--- config.mk ---
export PLATFORM = sky130hd
export DESIGN_NAME = psr_timer
export DESIGN_NICKNAME = d
export VERILOG_FILES = /design/src/rtl/psr_timer.v
export VERILOG_INCLUDE_DIRS = /design/src /design/src/common
export SDC_FILE = /design/constraint.sdc
export NUM_CORES = 1
export LEC_CHECK = 0
export ABC_AREA = 1
export CAP_MARGIN = 20
export CORE_MARGIN = 5
export CORE_UTILIZATION = 31
export CTS_BUF_LIST = sky130_fd_sc_hd__clkbuf_2 sky130_fd_sc_hd__clkbuf_4 sky130_fd_sc_hd__clkbuf_8
export DETAILED_ROUTE_END_ITERATION = 6
export DONT_BUFFER_PORTS = 1
export GPL_TIMING_DRIVEN = 0
export PLACE_DENSITY = 0.42
export SKIP_CTS_REPAIR_TIMING = 1
export SYNTH_ARGS = -nofsm -noshare
export SYNTH_HDL_FRONTEND = slang
export SYNTH_SLANG_ARGS = --single-unit
--- constraint.sdc ---
create_clock -name pclk -period 2.5 [get_ports pclk]
set_input_delay 0.375 -clock pclk [delete_from_list [all_inputs] [get_ports pclk]]
set_output_delay 0.375 -clock pclk [all_outputs]
set_load 0.05 [all_outputs]
--- src/common/psr_defines.vh ---
// constants for the peripheral soft reset timer
// Behaviour
// - every peripheral group has a software trigger bit
// - trigger holds chosen reset low for duration
// - duration register 16-bit read/write, resets zero
// - countdown zero releases reset, clears triggers
// - group four resets both audio ports, uart, spi
// - write one starts reset, zero ignored
// - trigger bit reads live reset state
// - trigger bit layout fixed, reserved bits read zero
`ifndef PSR_DEFINES_VH
`define PSR_DEFINES_VH
`define PSR_DUR_IDX        16'h1c04
`define PSR_TRIG_IDX       16'h1c05
`define PSR_DUR_ADDR       18'h07010
`define PSR_TRIG_ADDR      18'h07014
`define PSR_DUR_RESET      16'h0000
`define PSR_DUR_MIN        16'h0008
`define PSR_CNT_LAST       16'h0001
`define PSR_CNT_ZERO       16'h0000
`define PSR_TRIG_MASK      8'hbf
`define PSR_BIT_I2C        0
`define PSR_BIT_GRP1       1
`define PSR_BIT_USB_LO     2
`define PSR_BIT_USB_HI     3
`define PSR_BIT_DMA        4
`define PSR_BIT_GRP3       5
`define PSR_BIT_GRP4       7
`endif

--- src/rtl/psr_timer.v ---
// peripheral soft reset timer with apb register access
//
// The implementer's own choice: the APB register port.
`include "psr_defines.vh"
module psr_timer (
  // apb
  input  wire        pclk,
  input  wire        presetn,
  input  wire        psel,
  input  wire        penable,
  input  wire        pwrite,
  input  wire [31:0] paddr,
  input  wire [31:0] pwdata,
  output reg  [31:0] prdata,
  output reg         pready,
  output reg         pslverr,
  // peripheral resets, active low
  output reg         i2c_rst_n,
  output reg         group_one_rst_n,
  output reg         usb_rst_n,
  output reg         dma_rst_n,
  output reg         group_three_rst_n,
  output reg         group_four_rst_n
);

  // a write to the trigger register starts a countdown from the duration
  // register; every line whose trigger bit is set stays low until the
  // countdown ends, and all bits clear together at that point
  // limitation: nothing stops the bus from touching a peripheral while it
  // is held in reset; software has to wait on its own

  // register state
  reg  [15:0] soft_reset_duration_reg;
  reg  [15:0] soft_reset_duration_next;
  reg  [7:0]  trig_reg;
  reg  [7:0]  trig_next;
  reg  [15:0] count_reg;
  reg  [15:0] count_next;

  // bus answer next values
  reg  [31:0] prdata_next;
  reg         pready_next;
  reg         pslverr_next;

  // reset line next values
  reg         i2c_rst_n_next;
  reg         group_one_rst_n_next;
  reg         usb_rst_n_next;
  reg         dma_rst_n_next;
  reg         group_three_rst_n_next;
  reg         group_four_rst_n_next;

  // decoded bus phases and targets
  wire        setup;
  wire        access;
  wire        wr;
  wire        rd;
  reg         hit_dur;
  reg         hit_trig;
  reg         hit_none;
  wire [7:0]  set_bits;
  wire [7:0]  usb_mask;
  wire        trig_busy;
  wire        count_last;

  // exact match of a bus address against a register byte address
  function is_addr;
    input [31:0] a;
    input [17:0] b;
    begin
      is_addr = (a[31:18] == 14'h0000) && (a[17:0] == b);
    end
  endfunction

  // a reset line is asserted (low) while any of its trigger bits is set
  function line_n;
    input [7:0] bits;
    input [7:0] sel;
    begin
      line_n = ~(|(bits & sel));
    end
  endfunction

  // one-hot select mask for a trigger bit position
  function [7:0] bit_mask;
    input [2:0] pos;
    begin
      bit_mask = 8'h01 << pos;
    end
  endfunction

  // read data for a decoded register; anything else reads zero
  function [31:0] read_word;
    input        sel_dur;
    input        sel_trig;
    input [15:0] dur;
    input [7:0]  trig;
    begin
      if (sel_dur) begin
        read_word = {16'h0000, dur};
      end else if (sel_trig) begin
        read_word = {24'h000000, trig};
      end else begin
        read_word = 32'h00000000;
      end
    end
  endfunction

  // one step of the countdown; never wraps below zero
  function [15:0] count_step;
    input [15:0] c;
    begin
      if (c > `PSR_CNT_ZERO) begin
        count_step = c - `PSR_CNT_LAST;
      end else begin
        count_step = `PSR_CNT_ZERO;
      end
    end
  endfunction

  assign setup  = psel & ~penable;
  // the access phase is the cycle in which pready stands high
  assign access = psel & penable & pready;
  // writes land only at the edge that completes the access phase
  assign wr     = access & pwrite;
  assign rd     = setup & ~pwrite;

  // address decode; unmapped addresses answer with an error
  always @* begin
    hit_dur  = 1'b0;
    hit_trig = 1'b0;
    hit_none = 1'b0;
    if (is_addr(paddr, `PSR_DUR_ADDR)) begin
      hit_dur = 1'b1;
    end else if (is_addr(paddr, `PSR_TRIG_ADDR)) begin
      hit_trig = 1'b1;
    end else begin
      hit_none = 1'b1;
    end
  end

  // usb field is two bits wide; either one starts it
  assign set_bits   = (wr && hit_trig) ? (pwdata[7:0] & `PSR_TRIG_MASK) : 8'h00;
  assign usb_mask   = bit_mask(`PSR_BIT_USB_LO) | bit_mask(`PSR_BIT_USB_HI);
  assign trig_busy  = (trig_reg != 8'h00);
  assign count_last = (count_reg <= `PSR_CNT_LAST);

  // apb answer: one wait-free access phase after every setup cycle;
  // read data is captured at the setup edge so it stands with pready
  always @* begin
    pready_next  = 1'b0;
    pslverr_next = 1'b0;
    prdata_next  = 32'h00000000;
    if (setup) begin
      pready_next  = 1'b1;
      pslverr_next = hit_none;
    end
    if (rd) begin
      prdata_next = read_word(hit_dur, hit_trig, soft_reset_duration_reg, trig_reg);
    end
  end

  // duration register, software owned, never touched by the countdown
  always @* begin
    soft_reset_duration_next = soft_reset_duration_reg;
    if (wr && hit_dur) begin
      soft_reset_duration_next = pwdata[15:0];
    end
  end

  // a new trigger wins over the clear at the end of a countdown
  always @* begin
    trig_next  = trig_reg;
    count_next = count_reg;
    if (set_bits != 8'h00) begin
      trig_next  = trig_reg | set_bits;
      count_next = soft_reset_duration_reg;
    end else if (trig_busy) begin
      if (count_last) begin
        // a zero duration still yields one cycle of reset
        trig_next  = 8'h00;
        count_next = `PSR_CNT_ZERO;
      end else begin
        count_next = count_step(count_reg);
      end
    end
  end

  // lines follow the next trigger state so they fall and rise with the bits
  always @* begin
    i2c_rst_n_next         = line_n(trig_next, bit_mask(`PSR_BIT_I2C));
    group_one_rst_n_next   = line_n(trig_next, bit_mask(`PSR_BIT_GRP1));
    usb_rst_n_next         = line_n(trig_next, usb_mask);
    dma_rst_n_next         = line_n(trig_next, bit_mask(`PSR_BIT_DMA));
    group_three_rst_n_next = line_n(trig_next, bit_mask(`PSR_BIT_GRP3));
    group_four_rst_n_next  = line_n(trig_next, bit_mask(`PSR_BIT_GRP4));
  end

  // bus ready flop
  always @(posedge pclk or negedge presetn) begin
    if (!presetn) begin
      pready <= 1'b0;
    end else begin
      pready <= pready_next;
    end
  end

  // bus error flop
  always @(posedge pclk or negedge presetn) begin
    if (!presetn) begin
      pslverr <= 1'b0;
    end else begin
      pslverr <= pslverr_next;
    end
  end

  // read data flop, zero outside the access phase
  always @(posedge pclk or negedge presetn) begin
    if (!presetn) begin
      prdata <= 32'h00000000;
    end else begin
      prdata <= prdata_next;
    end
  end

  // duration register flop
  always @(posedge pclk or negedge presetn) begin
    if (!presetn) begin
      soft_reset_duration_reg <= `PSR_DUR_RESET;
    end else begin
      soft_reset_duration_reg <= soft_reset_duration_next;
    end
  end

  // trigger bits flop
  always @(posedge pclk or negedge presetn) begin
    if (!presetn) begin
      trig_reg <= 8'h00;
    end else begin
      trig_reg <= trig_next;
    end
  end

  // countdown flop
  always @(posedge pclk or negedge presetn) begin
    if (!presetn) begin
      count_reg <= `PSR_CNT_ZERO;
    end else begin
      count_reg <= count_next;
    end
  end

  // i2c reset line
  always @(posedge pclk or negedge presetn) begin
    if (!presetn) begin
      i2c_rst_n <= 1'b1;
    end else begin
      i2c_rst_n <= i2c_rst_n_next;
    end
  end

  // group one reset line
  always @(posedge pclk or negedge presetn) begin
    if (!presetn) begin
      group_one_rst_n <= 1'b1;
    end else begin
      group_one_rst_n <= group_one_rst_n_next;
    end
  end

  // usb reset line
  always @(posedge pclk or negedge presetn) begin
    if (!presetn) begin
      usb_rst_n <= 1'b1;
    end else begin
      usb_rst_n <= usb_rst_n_next;
    end
  end

  // dma reset line
  always @(posedge pclk or negedge presetn) begin
    if (!presetn) begin
      dma_rst_n <= 1'b1;
    end else begin
      dma_rst_n <= dma_rst_n_next;
    end
  end

  // group three reset line
  always @(posedge pclk or negedge presetn) begin
    if (!presetn) begin
      group_three_rst_n <= 1'b1;
    end else begin
      group_three_rst_n <= group_three_rst_n_next;
    end
  end

  // group four reset line, shared by both audio ports, uart and spi
  always @(posedge pclk or negedge presetn) begin
    if (!presetn) begin
      group_four_rst_n <= 1'b1;
    end else begin
      group_four_rst_n <= group_four_rst_n_next;
    end
  end

endmodule // psr_timer

==> results.md <==
- Kind of launch point of the worst setup path: flip-flop
- Vias after detailed routing: just under 3000
- Largest voltage drop on the vdd net: 324 uV
- Standard cell with the maximum stage delay on the critical path: dfrtp_1
- Synth Area per Inst: 8.95 um^2
- Antenna violations before repair: 0
- Die outline area: 14500 um^2
- Launch instance of the worst min-delay path: penable
- Worst Hold Path EP: pready
- Die outline height: 120 um
- Global-route wire length before repair: 16.1 mm
- Syn Std Cell Area: between 3000 and 4000 um^2
- Final ANT Viol Nets: 0
- Fraction of final layout cells sized beyond drive strength 1: 24.7%
- Initial core utilization: between 30% and 40%
- Number of ports placed on the die boundary: 109
- Number of warning messages in the yosys log: 0
- Placement row count: 40
- Commonest non-fill, non-tap cells in the layout: 57 x dfrtp_1, 48 x nor2_1, 42 x nand2_1
- Post-route clock period utilization: 86.2%
- Async set-reset flop share out of synthesis: 100%
- Die extent in x: 120 um
- CP required: 2.72 ns
- Cells along the critical path: nand4_2 -> inv_1 -> nand4_1 -> buf_6 -> mux2_4
- Number of stages on the worst hold path: 1
- Final worst-path setup slack: 0.346 ns
- Final TNS setup: 0 ns
- Internal reg-to-reg setup slack: 0.35 ns
- First-pass detailed-route iteration total: 4
- # nets final: 521
- Hold slack final: between 0.1 and 0.15 ns
- Met1 WL: between 4 and 5 mm
- Total core area: 12000 um^2
- Worst Hold Class: input port to flip-flop
- Total number of H-tree levels: 3
- Number of buffers added on ports: 0
- Initial drt markers: 79
- Final weighted congestion of routability-driven global placement: between 0.7 and 0.8
- Final critical-path required period: roughly 2.2 ns
- Most common cell after layout, fill and taps aside: dfrtp_1
- Clock buffers created by TritonCTS: 9
- Result of the run: completed
- Highest fanout seen on the critical path: 10
- Placement Cell Area: 4010 um^2
- Area Growth Syn to Fin: 12.0%
- Number of endpoints with negative hold slack in the final report: 0
- Share of the yosys chip area belonging to registers: 42.0%
- Average routed wire per standard cell: 16.8 um
- Via density: 4.86
- Dominant register cell in the synthesized netlist: dfrtp_1
- Largest net degree at the start of global routing: 64
- Met3 WL: around 400 um
- Setup repair after global routing missed its margin: no
- Max Clk Rate: ~0.46 GHz
- Static power due to leakage: 0.00218 uW
- DRC violations left: 0
- Setup skew after layout: 0.00963 ns
- Max Cap Viol: 0
- Launch instance of the worst register-to-register path: pready
- Num Clock Sinks: 63
- Slew headroom: 46.9%
- Global Route Usage Sum: 14.3%
- Count of final setup violators: 0
- Fill count: about 1200
- Count of pins over their slew limit: 0
- Remaining Overflow, GRT: 0
- Largest stage delay on the critical path: 0.66 ns
- Antenna cell count: 0
- Netlist cell types: 42
- TritonCTS clock tree: done
- Root Driver: clkbuf_8
- Highest metal used: met4
- Number of instances in the synthesized netlist: approximately 420
- Total of flip-flops plus latches after synthesis: 63
- Number of synthesized flops with an enable pin: 0
- Setup Slack @ Placement: approximately 0.33 ns
- Clk Latency, worst-skew pair: 0.34 ns
- Capture point of the worst reg-to-reg path: soft_reset_duration_reg[9]
- Met2 Wirelength: about 4.7 mm
- Total detailed-routing wirelength: between 10 and 15 mm
- CP endpoint kind: flip-flop
- Worst-path clk slew: 0.07 ns
- Via count of the first global-routing pass: 2904
- Data arrival time at the worst-slack endpoint: 2.38 ns
- Detailed placement HPWL: about 7.6 mm
- Worst R2R Path Depth: 5
- Critical path class: flip-flop to flip-flop
- Power per Cell Area: 463 nW/um^2
- Slew at the pin closest to its max-slew limit: between 0.7 and 0.8 ns
- Maximum clock insertion buffer count: 2
- Final Cell Area: 4220 um^2
[routing by layer]
layer | GRT usage, % | up-vias
met1 | 19.7 | 1407
met3 | 3.27 | 13
met5 | 0 | -
li1 | - | 1450
met4 | 4.89 | 0
met2 | 22.2 | 52
[worst max-delay path, delay by kind of cell (launching register included)]
family	cells	cell delay, ns
muxes	1	0.30
buffers and inverters	2	0.44
DFF	1	0.66
and+or+nand+nor	2	0.64
[synthesized netlist by cell type, types with 2 or more instances]
library cell / n / area share (%)
buf_6: 4 / 1.2
nand2_1: 42 / 4.2
xnor2_1: 4 / 0.93
or2_2: 2 / 0.33
nand3_1: 39 / 5.2
dfrtp_1: 57 / 38
nand3_2: 12 / 3.2
inv_2: 3 / 0.30
nor3_4: 2 / 0.86
nor3b_1: 10 / 2.0
o21ai_0: 13 / 1.7
buf_2: 3 / 0.40
nand2_2: 12 / 2.0
o21ai_1: 4 / 0.53
xor2_1: 6 / 1.4
nand4_1: 32 / 5.3
nor2_2: 11 / 1.8
o41ai_4: 2 / 1.5
nor2_1: 48 / 4.8
a21oi_1: 11 / 1.5
ha_1: 3 / 1.0
mux2_4: 8 / 3.2
nand2_4: 2 / 0.60
nor3_1: 8 / 1.1
clkbuf_1: 3 / 0.30
buf_4: 18 / 3.6
o31ai_4: 2 / 1.1
inv_1: 40 / 4.0
dfstp_2: 6 / 4.2
mux2_2: 2 / 0.60
[layout make-up]
class	instances	area (um^2)	area share [%]
tap	147	184	4.36
multi-input combinational	301	1860	44.0
clock buffer	12	153	3.62
clock inverter	4	22.5	0.534
buffer	29	221	5.25
inverter	43	161	3.82
sequential	63	1580	37.5
timing repair buffer	2	37.5	0.889
[per-stage QoR]
stage,power (uW),util [%],std cells
2_1_floorplan,1150,-,436
3_3_place_gp,1160,33.5,583
3_5_place_dp,1160,33.5,583
4_1_cts,1960,35.0,599
5_1_grt,2050,35.3,601
6_report,1950,35.3,601
[worst max path at each step]
stage                start                         end  slack [ns]  depth (start not counted)
finish              pready  soft_reset_duration_reg[9]        0.35                          5
global route        pready               count_reg[14]        0.23                          6
CTS                 pready  soft_reset_duration_reg[8]        0.31                          5
detailed placement  pready  soft_reset_duration_reg[8]        0.33                          5
global placement    pready  soft_reset_duration_reg[9]        0.33                          5
floorplan           pready                count_reg[0]        0.61                          6
[where the power goes]
part           internal (uW)  switching (uW)
Clock                    404             384
Sequential              1020            7.15
Combinational           33.3             104
[logic make-up (layout without fill, tap and decap cells)]
group / Yosys count / after routing / synth area share, %
compound gates: 36 / 36 / 7.17
xor+xnor: 10 / 10 / 2.32
fa+ha+maj: 3 / 3 / 0.996
buf+inv: 72 / 90 / 10.2
flops: 63 / 63 / 42.0
mux: 10 / 10 / 3.79
other cells: 1 / 16 / 0.0995
simple gates: 226 / 226 / 33.4
No activity file was read; power rests on OpenSTA's default activity.
